### src/hdl/dmrm_defs.svh
// register numbers, field positions and codes of the drive monitor map
`ifndef DMRM_DEFS_SVH
`define DMRM_DEFS_SVH
`define DMRM_A_BC_NONE 16'h0000
`define DMRM_A_BC_OP 16'h0001
`define DMRM_A_BC_FREQ 16'h0002
`define DMRM_A_DRV_STAT 16'h002C
`define DMRM_A_OUT_STAT 16'h002D
`define DMRM_A_DC_BUS 16'h0031
`define DMRM_A_TORQUE 16'h0032
`define DMRM_A_POWER 16'h0033
`define DMRM_A_PID_FB 16'h0038
`define DMRM_A_PID_IN 16'h0039
`define DMRM_A_PID_OUT 16'h003A
`define DMRM_A_FW_MAIN 16'h003B
`define DMRM_A_FW_FLASH 16'h003C
`define DMRM_A_LINK_ERR 16'h003D
`define DMRM_A_KVA 16'h003E
`define DMRM_A_CTRL 16'h003F
`define DMRM_A_COMMIT_NV 16'h0900
`define DMRM_A_COMMIT_RAM 16'h0910
`define DMRM_A_PARAM_BASE 16'h0100
`define DMRM_PARAM_DEPTH 8
`define DMRM_PARAM_IW 3
`define DMRM_BC_DEF_MASK 16'hF033
`define DMRM_LINK_ERR_MASK 7'h7B
`define DMRM_OUT_STAT_MASK 16'h001F
`define DMRM_FREQ_FULL 16'h7530
`define DMRM_CODE_OK 8'h00
`define DMRM_CODE_BAD_REG 8'h02
`define DMRM_CODE_WMODE 8'h22
`define DMRM_BIT_RUN 0
`define DMRM_BIT_REV 1
`define DMRM_BIT_EXT_FAULT 4
`define DMRM_BIT_FAULT_RST 5
`define DMRM_BIT_CONTACT_LO 12
`endif

### src/hdl/dmrm_pkg.sv
// types shared by the drive monitor register map
`include "dmrm_defs.svh"
package dmrm_pkg;
    typedef enum logic [7:0] {
        DMRM_OK = `DMRM_CODE_OK,
        DMRM_BAD_REG = `DMRM_CODE_BAD_REG,
        DMRM_WMODE = `DMRM_CODE_WMODE
    } dmrm_code_e;
    typedef logic [15:0] dmrm_word_t;
    typedef struct packed {
        logic rsp_valid;
        logic rsp_err;
        dmrm_code_e code;
        dmrm_word_t rdata;
        dmrm_word_t bc_op;
        dmrm_word_t bc_freq;
        dmrm_word_t op_word;
        logic commit;
        logic nv_store;
    } dmrm_regs_s;
endpackage

### src/hdl/dmrm_param_bank.sv
// staged and working parameter words
`timescale 1ns/1ps
`default_nettype none
module dmrm_param_bank (
    input wire logic i_mclk,
    input wire logic i_reset,
    input wire logic i_we,
    input wire logic [2:0] i_widx,
    input wire logic [15:0] i_wdata,
    input wire logic i_commit,
    input wire logic [2:0] i_ridx,
    output logic [15:0] o_rdata
);
    typedef struct packed {
        logic [7:0][15:0] stage;
        logic [7:0][15:0] work;
    } dmrm_bank_s;
    dmrm_bank_s q;
    dmrm_bank_s next_q;

    always_comb begin
        next_q = q;
        if (i_we) begin
            next_q.stage[i_widx] = i_wdata;
        end
        if (i_commit) begin
            next_q.work = q.stage;
        end
    end

    always_ff @(posedge i_mclk) begin
        if (i_reset) begin
            q <= '0;
        end else begin
            q <= next_q;
        end
    end

    assign o_rdata = q.work[i_ridx];
endmodule // dmrm_param_bank
`default_nettype wire

### src/hdl/dmrm_sticky_flags.sv
// sticky error flags: set wins over clear
`timescale 1ns/1ps
`default_nettype none
module dmrm_sticky_flags #(
    parameter int W = 7
) (
    input wire logic i_mclk,
    input wire logic i_reset,
    input wire logic [W-1:0] i_set,
    input wire logic i_clr,
    output logic [W-1:0] o_flags
);
    typedef struct packed {
        logic [W-1:0] flags;
    } dmrm_sticky_s;
    dmrm_sticky_s q;
    dmrm_sticky_s next_q;

    always_comb begin
        next_q = q;
        next_q.flags = (i_clr ? '0 : q.flags) | i_set;
    end

    always_ff @(posedge i_mclk) begin
        if (i_reset) begin
            q <= '0;
        end else begin
            q <= next_q;
        end
    end

    assign o_flags = q.flags;
endmodule // dmrm_sticky_flags
`default_nettype wire

### src/hdl/dmrm_top.sv
// drive monitor register map: status, monitors, broadcast and commit
//
// Contract
// status bit A: run source not communications
// status bits B,C,D: overtorque, ref lost, retry
// bit E any fault, bit F link timeout
// output status mirrors relays and photocouplers
// PID feedback unsigned, ten counts per percent
// PID input/output signed, ten per percent
// link errors sticky until fault reset
// broadcast bit0 run, bit1 reverse
// broadcast bit4 external fault, bit5 reset
// broadcast bits C-F drive inputs five-eight
// broadcast writable; frequency 30000 is full
// undefined broadcast bits keep local values
// parameter writes staged until commit
// zero to commit; 0900H also nonvolatile
// 0910H commit updates working memory only
// reading commit registers gives error 02H
// master avoids frequent nonvolatile commits
// DC bus, torque, power monitors readable
// broadcast to other address gives 02H
// parameter write while running gives 22H
// unused bits read zero, writes ignored
`timescale 1ns/1ps
`default_nettype none
`include "dmrm_defs.svh"
module dmrm_top (
    input wire logic i_mclk,
    input wire logic i_reset,
    input wire logic i_req_valid,
    input wire logic i_req_write,
    input wire logic i_req_bcast,
    input wire logic [15:0] i_req_addr,
    input wire logic [15:0] i_req_wdata,
    output logic o_rsp_valid,
    output logic o_rsp_err,
    output dmrm_pkg::dmrm_code_e o_rsp_code,
    output logic [15:0] o_rsp_rdata,
    input wire logic i_running,
    input wire logic [9:0] i_status_low,
    input wire logic i_run_src_not_comm,
    input wire logic i_overtorque,
    input wire logic i_ref_lost,
    input wire logic i_retrying,
    input wire logic i_fault,
    input wire logic i_comm_timeout,
    input wire logic [2:0] i_relay_out,
    input wire logic [1:0] i_photocoupler_output,
    input wire logic [15:0] i_dc_bus,
    input wire logic [15:0] i_torque,
    input wire logic [15:0] i_output_power_monitor_item,
    input wire logic [15:0] i_pid_feedback,
    input wire logic [15:0] i_pid_input,
    input wire logic [15:0] i_pid_output,
    input wire logic [15:0] i_fw_main,
    input wire logic [15:0] i_fw_flash,
    input wire logic [15:0] i_kva,
    input wire logic [15:0] i_ctrl_method,
    input wire logic [6:0] i_link_err_evt,
    input wire logic i_fault_reset,
    input wire logic [15:0] i_local_op,
    output logic [15:0] o_op_word,
    output logic o_run_cmd,
    output logic o_reverse,
    output logic o_ext_fault,
    output logic o_fault_reset_req,
    output logic [3:0] o_contact_input,
    output logic [15:0] o_freq_ref,
    output logic o_commit,
    output logic o_nv_store
);
    import dmrm_pkg::*;

    dmrm_regs_s q;
    dmrm_regs_s next_q;
    logic [6:0] link_err;
    logic link_clr;
    logic stage_we;
    logic [2:0] pidx;
    logic [15:0] param_rdata;
    logic param_hit;
    logic [15:0] rd;
    logic rd_hit;
    logic ro_hit;
    logic [15:0] drive_status;

    assign pidx = i_req_addr[2:0];
    assign param_hit = (i_req_addr[15:3] == 13'(`DMRM_A_PARAM_BASE >> 3));

    assign drive_status = {
        i_comm_timeout,
        i_fault | i_comm_timeout,
        i_retrying,
        i_ref_lost,
        i_overtorque,
        i_run_src_not_comm,
        i_status_low
    };

    // read decode; the commit registers have no read path on purpose
    always_comb begin
        rd = 16'h0000;
        rd_hit = 1'b1;
        ro_hit = 1'b1;
        unique case (i_req_addr)
            `DMRM_A_BC_OP: begin
                rd = q.bc_op;
                ro_hit = 1'b0;
            end
            `DMRM_A_BC_FREQ: begin
                rd = q.bc_freq;
                ro_hit = 1'b0;
            end
            `DMRM_A_DRV_STAT: rd = drive_status;
            `DMRM_A_OUT_STAT: rd = {11'h000, i_photocoupler_output, i_relay_out};
            `DMRM_A_DC_BUS: rd = i_dc_bus;
            `DMRM_A_TORQUE: rd = i_torque;
            `DMRM_A_POWER: rd = i_output_power_monitor_item;
            `DMRM_A_PID_FB: rd = i_pid_feedback;
            `DMRM_A_PID_IN: rd = i_pid_input;
            `DMRM_A_PID_OUT: rd = i_pid_output;
            `DMRM_A_FW_MAIN: rd = i_fw_main;
            `DMRM_A_FW_FLASH: rd = i_fw_flash;
            `DMRM_A_LINK_ERR: rd = {9'h000, link_err & `DMRM_LINK_ERR_MASK};
            `DMRM_A_KVA: rd = i_kva;
            `DMRM_A_CTRL: rd = i_ctrl_method;
            default: begin
                rd = param_rdata;
                rd_hit = param_hit;
                ro_hit = 1'b0;
            end
        endcase
    end

    always_comb begin
        next_q = q;
        next_q.rsp_valid = 1'b0;
        next_q.commit = 1'b0;
        next_q.nv_store = 1'b0;
        stage_we = 1'b0;
        link_clr = i_fault_reset;
        // defined broadcast bits come from the master, the rest stay local
        next_q.op_word = (q.bc_op & `DMRM_BC_DEF_MASK)
            | (i_local_op & ~`DMRM_BC_DEF_MASK);
        if (i_req_valid) begin
            next_q.rsp_valid = 1'b1;
            next_q.rsp_err = 1'b0;
            next_q.code = DMRM_OK;
            next_q.rdata = 16'h0000;
            if (i_req_bcast && (!i_req_write || i_req_addr > `DMRM_A_BC_FREQ)) begin
                next_q.rsp_err = 1'b1;
                next_q.code = DMRM_BAD_REG;
            end else if (i_req_write) begin
                if (i_req_addr == `DMRM_A_BC_OP) begin
                    next_q.bc_op = i_req_wdata & `DMRM_BC_DEF_MASK;
                    link_clr = i_fault_reset | i_req_wdata[`DMRM_BIT_FAULT_RST];
                end else if (i_req_addr == `DMRM_A_BC_FREQ) begin
                    next_q.bc_freq = i_req_wdata;
                end else if (i_req_addr == `DMRM_A_BC_NONE && i_req_bcast) begin
                    next_q.code = DMRM_OK;
                end else if (i_req_addr == `DMRM_A_COMMIT_NV
                    || i_req_addr == `DMRM_A_COMMIT_RAM) begin
                    if (i_running) begin
                        next_q.rsp_err = 1'b1;
                        next_q.code = DMRM_WMODE;
                    end else if (i_req_wdata == 16'h0000) begin
                        next_q.commit = 1'b1;
                        next_q.nv_store = (i_req_addr == `DMRM_A_COMMIT_NV);
                    end
                end else if (param_hit) begin
                    if (i_running) begin
                        next_q.rsp_err = 1'b1;
                        next_q.code = DMRM_WMODE;
                    end else begin
                        stage_we = 1'b1;
                    end
                end else if (rd_hit && ro_hit) begin
                    next_q.rsp_err = 1'b1;
                    next_q.code = DMRM_WMODE;
                end else begin
                    next_q.rsp_err = 1'b1;
                    next_q.code = DMRM_BAD_REG;
                end
            end else if (rd_hit) begin
                next_q.rdata = rd;
            end else begin
                next_q.rsp_err = 1'b1;
                next_q.code = DMRM_BAD_REG;
            end
        end
    end

    always_ff @(posedge i_mclk) begin
        if (i_reset) begin
            q <= '0;
        end else begin
            q <= next_q;
        end
    end

    dmrm_sticky_flags #(
        .W(7)
    ) u_link_err (
        .i_mclk(i_mclk),
        .i_reset(i_reset),
        .i_set(i_link_err_evt & `DMRM_LINK_ERR_MASK),
        .i_clr(link_clr),
        .o_flags(link_err)
    );

    dmrm_param_bank u_params (
        .i_mclk(i_mclk),
        .i_reset(i_reset),
        .i_we(stage_we),
        .i_widx(pidx),
        .i_wdata(i_req_wdata),
        .i_commit(q.commit),
        .i_ridx(pidx),
        .o_rdata(param_rdata)
    );

    assign o_rsp_valid = q.rsp_valid;
    assign o_rsp_err = q.rsp_err;
    assign o_rsp_code = q.code;
    assign o_rsp_rdata = q.rdata;
    assign o_op_word = q.op_word;
    assign o_run_cmd = q.op_word[`DMRM_BIT_RUN];
    assign o_reverse = q.op_word[`DMRM_BIT_REV];
    assign o_ext_fault = q.op_word[`DMRM_BIT_EXT_FAULT];
    assign o_fault_reset_req = q.op_word[`DMRM_BIT_FAULT_RST];
    assign o_contact_input = q.op_word[15:`DMRM_BIT_CONTACT_LO];
    assign o_freq_ref = q.bc_freq;
    assign o_commit = q.commit;
    assign o_nv_store = q.nv_store;
endmodule // dmrm_top
`default_nettype wire
### config.mk
export PLATFORM = sky130hd
export DESIGN_NAME = dmrm_top
export DESIGN_NICKNAME = d
export VERILOG_FILES = /design/src/hdl/dmrm_pkg.sv /design/src/hdl/dmrm_param_bank.sv /design/src/hdl/dmrm_sticky_flags.sv /design/src/hdl/dmrm_top.sv
export VERILOG_INCLUDE_DIRS = /design/src /design/src/hdl
export SDC_FILE = /design/constraint.sdc
export NUM_CORES = 1
export LEC_CHECK = 0
export ABC_AREA = 1
export ABC_CLOCK_PERIOD_IN_PS = 4100
export BUFFER_PORTS_ARGS = -buffer_cell sky130_fd_sc_hd__buf_2
export CORE_UTILIZATION = 30
export CTS_BUF_LIST = sky130_fd_sc_hd__clkbuf_8
export DETAILED_ROUTE_END_ITERATION = 10
export PLACE_DENSITY = 0.56
export SLEW_MARGIN = 20
export SYNTH_ARGS = -nofsm -noshare
export SYNTH_HDL_FRONTEND = slang
export SYNTH_SLANG_ARGS = --single-unit
### constraint.sdc
create_clock -name i_mclk -period 4.1 [get_ports i_mclk]
set_input_delay 0.82 -clock i_mclk [delete_from_list [all_inputs] [get_ports i_mclk]]
set_output_delay 0.82 -clock i_mclk [all_outputs]
set_load 0.02 [all_outputs]
* After elaboration in Yosys (flattened, before gate mapping)
Index checks and enable logic that the tools add are counted.
** Operators by class
- Eq/ne operators :: 18
- Muxes and demuxes :: 42
- Bitwise gates (word level) :: 10
- Reductions and logical operators :: 15
- $lt $le $gt $ge :: 3
** Operator list (count)
- case mux 16 bit (15 select lines) :: 1
- == test 16 x 6 -> 1 bit (second input constant) :: 13
- bitwise mux 128 bit :: 1
- two-way mux 16 bit :: 7
- two-way mux 9 bit :: 8
- two-way mux 58 bit :: 1
- binary-select mux 16 bit (select 3 bit) :: 1
- demux 16 bit (select 3 bit) :: 1
- two-way mux 48 bit :: 1
- == test 16 x 12 -> 1 bit (second input constant) :: 2
- logical NOT 16 bit :: 2
- two-way mux 32 bit :: 1
- == test 16 x 1 -> 1 bit (second input constant) :: 1
- == test 16 x 2 -> 1 bit (second input constant) :: 1
- > comparator 16 x 2 -> 1 bit (second input constant) :: 1
- two-way mux 1 bit :: 16
- OR 16 x 12 -> 16 bit :: 1
- OR reduction 15 bit :: 1
- == test 13 x 6 -> 1 bit (second input constant) :: 1
- OR reduction 13 bit :: 1
- OR reduction 10 bit :: 1
- OR reduction 9 bit :: 1
- two-way mux 8 bit :: 1
- two-way mux 7 bit :: 1
- 12 further kinds :: 22
** Word-level totals
- Bits of input ports :: 243
- Word-level logic and storage cells :: 114
- Output and inout bits :: 68
- Register bits :: 331

* Logic depth before layout (Yosys ltp)
Gate-level depths: netlist of the first run.
- Depth after elaboration :: 13
- Depth in mapped cells :: 16
- Mapped depth without buffers :: 14

* Modules after synthesis
Synthesis of the first run repeated with hierarchy kept, for this count alone.
** Unflattened totals
- Cell total of the unflattened synthesis :: 2368
- Area total of the unflattened synthesis :: 15867.7 um^2
** By module, submodules not included
- dmrm_param_bank :: cells each 1423, sequential area each 5124.9 um^2, instances 1, area each 10168.5 um^2
- dmrm_top :: cells each 916, sequential area each 1221.2 um^2, instances 1, area each 5467.7 um^2
- dmrm_sticky_flags :: cells each 29, sequential area each 140.1 um^2, instances 1, area each 231.5 um^2

* Worst setup path before layout of the first run
No wires, ideal clock.
- Path type :: input-to-reg
- Start point :: in i_req_addr[9]
- End point :: reg u_params.q[150] (netlist bit)
- Data required time :: 3987 ps
- Buffers on the path :: 1
- Path slack :: 1583 ps
- Library setup time :: 113 ps
- Cell stages on the path :: 13
- Arrival :: 2404 ps
- Cell sequence :: nor2_2 > nand2_1 > nor2_4 > nand2_1 > clkinv_1 > nand2_1 > o21ai_4 > nand2_2 > nor2_8 > nand3_4 > buf_2 > o21ai_1 > nor2_1
** On the way
- Cells in the longest elaborated chain, start to end :: 9
- Elaborated cells between the ends (all ways) :: 19
- Classes of those cells :: order compare (1); eq/ne (5); mux (8); reduce/logical (5)
** Ends and longest elaborated chain
- start, declared :: RTL line dmrm_top.sv:34 : input wire logic [15:0] i_req_addr,
- == test 13 x 6 -> 1 bit or == test 16 x 12 -> 1 bit (tied branches)
- two-way mux 1 bit or logical OR 1 bit (tied branches)
- two-way mux 1 bit :: RTL line dmrm_top.sv:162 : end else if (i_req_addr == `DMRM_A_COMMIT_NV
- two-way mux 1 bit :: RTL line dmrm_top.sv:160 : end else if (i_req_addr == `DMRM_A_BC_NONE && i_req_bcast) begin
- two-way mux 1 bit :: RTL line dmrm_top.sv:158 : end else if (i_req_addr == `DMRM_A_BC_FREQ) begin
- two-way mux 1 bit :: RTL line dmrm_top.sv:155 : if (i_req_addr == `DMRM_A_BC_OP) begin
- two-way mux 1 bit :: RTL line dmrm_top.sv:154 : end else if (i_req_write) begin
- two-way mux 1 bit * :: RTL line dmrm_top.sv:151 : if (i_req_bcast && (!i_req_write || i_req_addr > `DMRM_A_BC_FREQ)) begin
- two-way mux 1 bit * :: RTL line dmrm_top.sv:146 : if (i_req_valid) begin
- end signal, assigned :: RTL line dmrm_param_bank.sv:35 : q <= next_q;
- end, declared :: RTL line dmrm_param_bank.sv:18 : dmrm_bank_s q;
Mark *: on every way between the ends. The rest lies on a longest branch, timed or not.
A chain may end at the register's enable or synchronous reset.

* Worst setup path after layout of the first run
- Start point :: in i_req_addr[9]
- End point :: reg q, in the netlist o_rsp_rdata[13]
** On the way
- Cells in the longest elaborated chain, start to end :: 6
- Elaborated cells between the ends (all ways) :: 25
- Classes of those cells :: order compare (1); eq/ne (16); mux (5); reduce/logical (3)
** Ends and longest elaborated chain
- == test 16 x 1 -> 1 bit, or another cell as far along :: RTL line dmrm_top.sv:106 : unique case (i_req_addr)
- OR reduction 15 bit (no source line)
- two-way mux 1 bit :: RTL line dmrm_top.sv:106
- two-way mux 16 bit :: RTL line dmrm_top.sv:185 : end else if (rd_hit) begin
- two-way mux 16 bit :: RTL line dmrm_top.sv:154
- two-way mux 48 bit * :: RTL line dmrm_top.sv:151
- end signal, assigned :: RTL line dmrm_top.sv:198 : q <= next_q;
- end, declared :: RTL line dmrm_top.sv:75 : dmrm_regs_s q;
Marks and branches as above.

==> metrics.txt, run 1 <==
Max stage delay on crit path=approximately 0.56 ns; Remaining DRCs=0; PortBufs=approximately 300; Std-Cell Rows=about 80; hold slack=~0.44 ns; Worst EP required=4.61 ns; Mean Syn Cell Area=between 6 and 7 µm²; Hold WC Path Type=in -> reg; Comb pwr share=0.071; final net count=around 2700; final setup violation count=0; Power per Cell Area=roughly 360 nW/µm²; Max IR drop VDD=approximately 0.16 mV; antenna violations before repair=5; hold_buf cts=0; fin. max-slew vios=0; DR pass1 iterations=5; Async SR Flop Fraction=0; hpwl dp=42.2 mm; fillcell total=approximately 5300; sw frac=0.242; critical path arrival=roughly 3.4 ns; first-pass GRT wire length=85.3 mm; count of different cell masters after synthesis=36; hold_sp=i_local_op[2]; status=completed; die boundary width=226 µm; GP Congestion=~0.95; Crit Path Class=in -> reg; PostCTS Resize Cnt=0; top cell type by total area after synthesis=dfxtp_1; Ys Warns=0; clock-pin transition on the worst setup and hold timing paths=about 0.06 ns; Synth Cell Area=between 10000 and 15000 µm²; clock network power share=0.439; clk_skew=between 0.01 and 0.015 ns; Layout area overhead=20.0%; post-route ant nets=0; CORE AREA=between 40000 and 50000 µm²; Starting Density=0.305; 1st-iter DRT viols=around 1200; FF-to-FF End=u_params.q[73]; worst reg2reg setup slack=2.09 ns; CTS max path bufs=3; Final Hold Vio Count=0; Pint=just under 0.005 W; Final TNS setup=0 ns; Hold Path Depth=3; Vias/cell=just under 5; via count=about 15000; largest net degree at the start of global routing=~180; Post-CTS Setup Bufs=0; max-cap viol count=0; Synth Register Bits=~320; part of the power in registers=0.490; per-cell routed wire length=around 18 µm; Max FO, Critical Path=between 100 and 150; CTS tree=built; EDFF count, synth=0; number of cells on the worst reg-to-reg path=3; Top Ports=between 300 and 400; area share of the largest cell type after synthesis=0.431; clk sink count=roughly 320; Setup crit start kind=primary input; Worst-Margin Slew=approximately 0.9 ns; total die area=about 51000 µm²; number of global-route vias before repair=~14000; total track usage=0.222; crit path max-delay cell type=inv_1; Most used DFF post-synth=dfxtp_1; Hold EP=o_op_word[2]; clock period minus worst slack=between 2 and 3 ns; clock latency on the worst-skew pair=~0.58 ns; register area share after synthesis=0.431; Final period util=0.711; top cells by area, synth=dfxtp_1 (43%), nand2_1 (13%), a21oi_1 (9.9%), inv_1 (6.3%), o21ai_0 (6.2%); achievable frequency=around 340 MHz; GR Overflow Total=0; share of layout cells above drive strength 1=0.179; worst-path cell chain=buf_2, nor2_2, nand2_1, nor2_4, buf_12, nand3_1, inv_1, a21oi_1, nand3_1, nand2_1, a21oi_1; worst flop-to-flop path startpoint=o_commit; Die Ht=approximately 230 µm; Switch Pwr=0.00156 W; cts bufs inserted=slightly above 50; cells after synthesis=about 2200; Slew HR=0.387; total wire length=a little under 60 mm; crit path capture type=flip-flop; unrepaired setup endpoints after global routing=false; Leakage Power=around 8.7 nW; H-tree level count=2; CTS root buffer=clkbuf_8
[routing by layer]
layer / wire (µm) / share of wire / GRT usage
met4: 3140 / 0.054 / 0.125
met3: 3540 / 0.061 / 0.0402
met2: 28300 / 0.49 / 0.393
met5: 42 / 0.00072 / 0
met1: 23200 / 0.40 / 0.249
[kinds of logic (layout without fill, tap and decap cells)]
group           count (synthesis)  after routing  share of synthesized area
other cells                     1              7                   0.000250
flops                         323            323                      0.431
simple gates                  902            902                      0.253
compound gates                577            577                      0.202
buf+inv                       407            681                      0.113
[worst max-delay path: cells and delay by family]
kind | cells | cell delay [ns]
AND/OR/NAND/NOR | 6 | 1.03
AO/OA/AOI/OAI | 2 | 0.47
buffers and inverters | 3 | 1.04
[cell usage in the layout, fill, tap and decap left out, drive strengths merged, types with 9 or more instances in the layout]
| master | synthesis | layout |
|---|---|---|
| nand2 | 536 | 536 |
| buf | 58 | 329 |
| dfxtp | 323 | 323 |
| a21oi | 295 | 295 |
| inv | 257 | 274 |
| o21ai | 202 | 202 |
| nor2 | 201 | 201 |
| nand3 | 116 | 116 |
| clkbuf | 88 | 67 |
| o22ai | 60 | 60 |
| nand4 | 30 | 30 |
| o21a | 16 | 16 |
| nor3 | 10 | 10 |
| clkinv | 4 | 9 |
[per-stage QoR]
| step | total power [W] | util | std cells | cell area, µm² | setup WS [ns] |
|---|---|---|---|---|---|
| 2_1_floorplan | 0.00342 | - | 2215 | 15000 | 1.58 |
| 3_3_place_gp | 0.00367 | 0.344 | 3062 | 16900 | 0.712 |
| 3_5_place_dp | 0.00367 | 0.344 | 3062 | 16900 | 0.679 |
| 4_1_cts | 0.00651 | 0.366 | 3153 | 18000 | 1.30 |
| 5_1_grt | 0.00669 | 0.366 | 3154 | 18000 | 1.04 |
| 6_report | 0.00644 | 0.366 | 3154 | 18000 | 1.19 |
[cell type report]
| cell class | count | area (µm²) | area share |
|---|---|---|---|
| timing repair buffer | 329 | 1770 | 0.0984 |
| sequential | 323 | 6470 | 0.360 |
| clock buffer | 67 | 922 | 0.0513 |
| multi-input combinational | 1485 | 6860 | 0.381 |
| inverter | 261 | 985 | 0.0548 |
| clock inverter | 24 | 149 | 0.00828 |
| tap | 664 | 831 | 0.0462 |
| antenna | 1 | 2.50 | 0.000139 |
[Yosys cell counts (17+ instances only)]
| library cell | number |
|---|---|
| a21oi_1 | 295 |
| nand4_1 | 29 |
| o22ai_1 | 60 |
| inv_1 | 250 |
| buf_4 | 17 |
| dfxtp_1 | 323 |
| nand2_1 | 526 |
| clkbuf_1 | 88 |
| buf_2 | 23 |
| nor2_1 | 189 |
| o21ai_0 | 185 |
| nand3_1 | 114 |
[worst max path at each step]
stage	to	slack, ns	start
floorplan	u_params.q[150]	1.58	i_req_addr[9]
global placement	o_rsp_rdata[14]	0.71	i_req_addr[9]
detailed placement	o_rsp_rdata[3]	0.68	i_req_addr[9]
global route	o_rsp_rdata[14]	1.04	i_req_addr[0]
finish	o_rsp_rdata[13]	1.19	i_req_addr[9]
CTS	o_rsp_rdata[13]	1.30	i_req_addr[9]
[power by group through the flow]
stage          Sequential (W)  Clock [W]  Combinational [W]
2_1_floorplan         0.00323          0           0.000196
6_report              0.00315    0.00283           0.000456
4_1_cts               0.00315    0.00291           0.000452
5_1_grt               0.00315    0.00305           0.000487
3_5_place_dp          0.00322          0           0.000449
3_3_place_gp          0.00322          0           0.000449
[state kept, by name, indices dropped and copies added, names as in the netlist, 2 cells and up]
register	flops
o_freq_ref	16
o_op_word	16
o_rsp_code	2
o_rsp_rdata	16
q	8
u_link_err.o_flags	6
u_params.q	256
Note: power is estimated with default switching activity, not from simulation.
==> inputs of run 2 (changes only) <==
--- a/config.mk
+++ b/config.mk
@@ -7,12 +7,12 @@
 export NUM_CORES = 1
 export LEC_CHECK = 0
 export ABC_AREA = 1
-export ABC_CLOCK_PERIOD_IN_PS = 4100
+export ABC_CLOCK_PERIOD_IN_PS = 2350
 export BUFFER_PORTS_ARGS = -buffer_cell sky130_fd_sc_hd__buf_2
 export CORE_UTILIZATION = 30
 export CTS_BUF_LIST = sky130_fd_sc_hd__clkbuf_8
 export DETAILED_ROUTE_END_ITERATION = 10
-export PLACE_DENSITY = 0.56
+export PLACE_DENSITY = 0.58
 export SLEW_MARGIN = 20
 export SYNTH_ARGS = -nofsm -noshare
 export SYNTH_HDL_FRONTEND = slang
==> constraint.sdc (replaced) <==
create_clock -name i_mclk -period 2.35 [get_ports i_mclk]
set_input_delay 0.47 -clock i_mclk [delete_from_list [all_inputs] [get_ports i_mclk]]
set_output_delay 0.47 -clock i_mclk [all_outputs]
set_load 0.02 [all_outputs]
==> metrics.txt, run 2 (synthesis gave the netlist of run 1 again) <==
CP Buf/Inv Count=1; Hold EP=o_op_word[7]; clock period minus worst slack=roughly 2.2 ns; CTS max path bufs=3; unrepaired setup endpoints after global routing=false; PostCTS Resize Cnt=0; Std-Cell Rows=between 80 and 90; final instance area=just under 20000 µm²; largest net degree at the start of global routing=between 70 and 80; clock-pin transition on the worst setup and hold timing paths=~0.06 ns; share of layout cells above drive strength 1=0.220; hold_buf cts=0; Pint=between 0.008 and 0.009 W; Max FO, Critical Path=just over 60; total track usage=0.230; Setup crit start kind=flip-flop; crit path max-delay cell type=dfxtp_4; crit path capture type=primary output; Crit Path Class=reg -> out; Top Ports=around 310; Starting Density=0.305; critical path arrival=roughly 1.7 ns; Max stage delay on crit path=0.78 ns; Final TNS setup=0 ns; Worst-Margin Slew=0.771 ns; total wire length=about 60 mm; fillcell total=around 5200; GP Congestion=between 0.9 and 1; Leakage Power=~9.4 nW; Hold WC Path Type=in -> reg; Reg with most FFs=u_params.q; Comb pwr share=0.083; DR pass1 iterations=6; clk_skew=roughly 0.036 ns; Vias/cell=approximately 4.8; Worst EP required=approximately 1.9 ns; achievable frequency=464 MHz; sw frac=0.253; die boundary width=around 230 µm; first-pass GRT wire length=about 88 mm; number of global-route vias before repair=15200; per-cell routed wire length=18.3 µm; clock latency on the worst-skew pair=~0.6 ns; Top delay family on crit path=flip-flops; max-cap viol count=0; CORE AREA=~50000 µm²; Hold Path Depth=3; number of cells on the worst reg-to-reg path=8; clock network power share=0.416; Max IR drop VDD=about 0.35 mV; Layout area overhead=28.4%; status=completed; hold_sp=i_local_op[7]; PortBufs=about 300; Remaining DRCs=0; final setup violation count=0; Slew HR=0.486; 1st-iter DRT viols=1244; CTS tree=built; GR Overflow Total=0; post-route ant nets=0; worst-path cell chain=buf_2; clk sink count=around 320; worst flop-to-flop path startpoint=u_params.q[22]; CTS root buffer=clkbuf_8; total power=approximately 0.011 W; via count=approximately 16000; worst reg2reg setup slack=about 0.76 ns; part of the power in registers=0.502; Power per Cell Area=approximately 570 nW/µm²; Final Hold Vio Count=0; FF-to-FF End=o_rsp_rdata[6]; final net count=2838; Post-CTS Setup Bufs=0; H-tree level count=2; leading cell type in the layout, fill and taps excluded=nand2_1; Die Ht=226 µm; antenna violations before repair=1; fin. max-slew vios=0; Placed Area=between 15000 and 20000 µm²; CP Launch Point=o_commit; hpwl dp=44.9 mm; max reg flops=~260; most frequent cells in the layout=nand2_1 (526), dfxtp_1 (322), a21oi_1 (295), buf_2 (295), inv_1 (271); Final period util=0.917; total die area=between 50000 and 60000 µm²; Switch Pwr=approximately 0.0028 W; cts bufs inserted=51
==> run 2: cell count changes in the layout (fill, tap and decap cells not counted), moves of 3 or more <==
cell	before	now
clkbuf_8	67	61
clkinv_2	5	2
inv_1	266	271
buf_4	31	152
buf_12	3	26
==> run 2: how the worst max path moves through the flow <==
| stage | cells after the start | to |
|---|---|---|
| after CTS | 1 | o_commit |
| after global placement | 14 | o_rsp_rdata[8] |
| final | 1 | o_commit |
| after detailed placement | 14 | o_rsp_rdata[8] |
| after floorplan | 13 | u_params.q[150] |
| after global routing | 1 | o_commit |
==> run 2: layout make-up <==
type,instances,area [µm²],area share
inverter,261,985,0.0512
clock inverter,28,125,0.00650
clock buffer,61,840,0.0436
tap,664,831,0.0432
sequential,323,6470,0.336
timing repair buffer,473,3140,0.163
multi-input combinational,1485,6850,0.356
antenna,1,2.50,0.000130
==> run 2: per-stage QoR <==
stage / setup WS (ns) / hold slack [ns] / instances / util
2_1_floorplan: 0.183 / 0.413 / 2215 / -
3_3_place_gp: -0.287 / 0.434 / 3206 / 0.372
3_5_place_dp: -0.305 / 0.440 / 3206 / 0.372
4_1_cts: 0.145 / 0.0521 / 3295 / 0.391
5_1_grt: 0.108 / 0.0791 / 3295 / 0.391
6_report: 0.194 / 0.0921 / 3296 / 0.391
==> run 2: power by group through the flow <==
stage / Combinational [W] / Sequential (W) / Clock (W)
finish: 0.000907 / 0.00550 / 0.00456
global route: 0.000966 / 0.00550 / 0.00490
CTS: 0.000899 / 0.00550 / 0.00467
detailed placement: 0.000892 / 0.00562 / 0
global placement: 0.000892 / 0.00562 / 0
floorplan: 0.000343 / 0.00563 / 0
==> run 2: metal layers <==
layer / routed length (µm) / vias up / track usage / part of all wire
li1: - / 7906 / - / -
met5: 0 / - / 0 / 0
met3: 3790 / 121 / 0.0321 / 0.063
met4: 3020 / 0 / 0.119 / 0.050
met1: 23700 / 7316 / 0.259 / 0.39
met2: 29700 / 602 / 0.418 / 0.49
==> run 2: tightest hold or removal path, delay by kind of cell <==
family | cells | cell delay [ns]
buf+inv | 2 | 0.11
simple gates | 1 | 0.07
==> inputs of run 3 (changes only) <==
--- a/config.mk
+++ b/config.mk
@@ -12,7 +12,7 @@
 export CORE_UTILIZATION = 30
 export CTS_BUF_LIST = sky130_fd_sc_hd__clkbuf_8
 export DETAILED_ROUTE_END_ITERATION = 10
-export PLACE_DENSITY = 0.58
+export PLACE_DENSITY = 0.59
 export SLEW_MARGIN = 20
 export SYNTH_ARGS = -nofsm -noshare
 export SYNTH_HDL_FRONTEND = slang
==> metrics.txt, run 3 (synthesis gave the netlist of run 1 again) <==
status=completed; most frequent CP cell=nand2_1; Layout area overhead=29.1%; Hold WC Path Type=in -> reg; achievable frequency=between 400 and 500 MHz; GR Util met1=0.255; final setup violation count=0; clock latency on the worst-skew pair=just under 0.6 ns; CTS tree=built; Final period util=0.887; CTS max path bufs=3; CORE AREA=49200 µm²; largest net degree at the start of global routing=between 100 and 150; Crit Path Class=in -> reg; final setup margin=between 0.2 and 0.3 ns; Max stage delay on crit path=around 0.38 ns; first-pass GRT wire length=about 90 mm; via count=roughly 16000; final instance area=between 15000 and 20000 µm²; clk_skew=0.0153 ns; PostCTS Resize Cnt=0; total track usage=0.229; CTS root buffer=clkbuf_8; Placed Area=around 18000 µm²; Reg with most FFs=u_params.q; worst flop-to-flop path startpoint=u_params.q[26]; Worst-Margin Slew=around 0.61 ns; share of layout cells above drive strength 1=0.220; multi-input logic area=6850 µm²; clk sink count=around 320; fin. max-slew vios=0; H-tree level count=2; 1st-iter DRT viols=1274; per-cell routed wire length=18.2 µm; hpwl dp=~44 mm; most frequent cells in the layout=nand2_1 (526), dfxtp_1 (322), a21oi_1 (295), buf_2 (295), inv_1 (272); crit path max-delay cell type=buf_4; Top delay family on crit path=simple AND/OR/NAND/NOR gates; Final Hold Vio Count=0; Max IR drop VDD=0.314 mV; Top Ports=about 310; final net count=~2800; Slew HR=0.594; GP Congestion=just under 1; Place WS=-0.313 ns; max-cap viol count=0; Remaining DRCs=0; DP Cell Count=~3200; Vias/cell=between 4 and 5; max reg flops=~260; die boundary width=around 230 µm; number of global-route vias before repair=~15000; unrepaired setup endpoints after global routing=false; number of cells on the worst reg-to-reg path=8; Starting Density=0.305; Die Ht=approximately 230 µm; hold_buf cts=0; met3 GRT Util=0.0359; Non-Filler Instances=around 3300; Leakage Power=about 9.5 nW; Post-CTS Setup Bufs=0; gr busiest metal=met2; Worst EP required=between 2 and 3 ns; Hold EP=o_op_word[6]; worst reg2reg setup slack=~0.79 ns; grt met2 use=0.414; Power per Cell Area=about 580 nW/µm²; clock period minus worst slack=about 2.1 ns; Std-Cell Rows=between 80 and 90; hold_sp=i_local_op[6]; Hold Path Depth=3; critical path arrival=around 2.6 ns; antenna violations before repair=6; Final TNS setup=0 ns; FF-to-FF End=o_rsp_rdata[10]; GR Overflow Total=0; cts bufs inserted=52; fillcell total=5203; clock-pin transition on the worst setup and hold timing paths=0.06 ns; Setup crit start kind=primary input; leading cell type in the layout, fill and taps excluded=nand2_1; total die area=between 50000 and 60000 µm²; total wire length=about 60 mm; PortBufs=295; DR pass1 iterations=5; Register Area=roughly 6500 µm²; CP Buf/Inv Count=4; total power=about 0.011 W; post-route ant nets=0; Max FO, Critical Path=28; worst-path cell chain=buf_2, nor2_1, nand2_1, nor2_4, buf_4, buf_4, nand3_1, nand2_1, nor2_1, nand2_1, nor2_1, buf_4, nand2_1, nand2_1, a21oi_1; crit path capture type=flip-flop
## run 3: where the power goes
group | internal (W) | switching (W) | total [W]
logic | 0.000341 | 0.000550 | 0.000891
clock network | 0.00257 | 0.00218 | 0.00475
registers | 0.00549 | 0.00000922 | 0.00550
## run 3: final cells by class
type / count / area share
clock buffer: 61 / 0.0434
inverter: 261 / 0.0509
antenna: 1 / 0.000129
clock inverter: 32 / 0.00970
tap: 664 / 0.0430
sequential: 323 / 0.335
multi-input combinational: 1485 / 0.354
timing repair buffer: 468 / 0.164
## run 3: how the worst max path moves through the flow
stage	start	end	slack (ns)	cells after the start
2_1_floorplan	i_req_addr[9]	u_params.q[150]	0.18	13
3_3_place_gp	i_req_addr[13]	o_rsp_rdata[10]	-0.27	15
3_5_place_dp	i_req_addr[14]	o_rsp_rdata[7]	-0.31	15
4_1_cts	i_req_addr[13]	o_rsp_rdata[7]	0.30	15
5_1_grt	i_req_addr[14]	o_rsp_rdata[10]	0.06	15
6_report	i_req_addr[13]	o_rsp_rdata[7]	0.27	15
## run 3: through the flow
stage          utilization  hold slack, ns
6_report             0.393          0.0909
5_1_grt              0.393          0.0892
4_1_cts              0.393          0.0605
3_5_place_dp         0.373           0.440
3_3_place_gp         0.373           0.434
2_1_floorplan            -           0.413
## run 3: metal layers
layer,share of wire,vias to the layer above
met5,0.0010,-
met4,0.051,10
met3,0.062,127
met2,0.49,599
met1,0.39,7331
li1,-,7898
## run 3: tightest hold or removal path, delay by kind of cell
| family | cells | cell delay [ns] |
|---|---|---|
| buf+inv | 2 | 0.10 |
| simple gates | 1 | 0.06 |
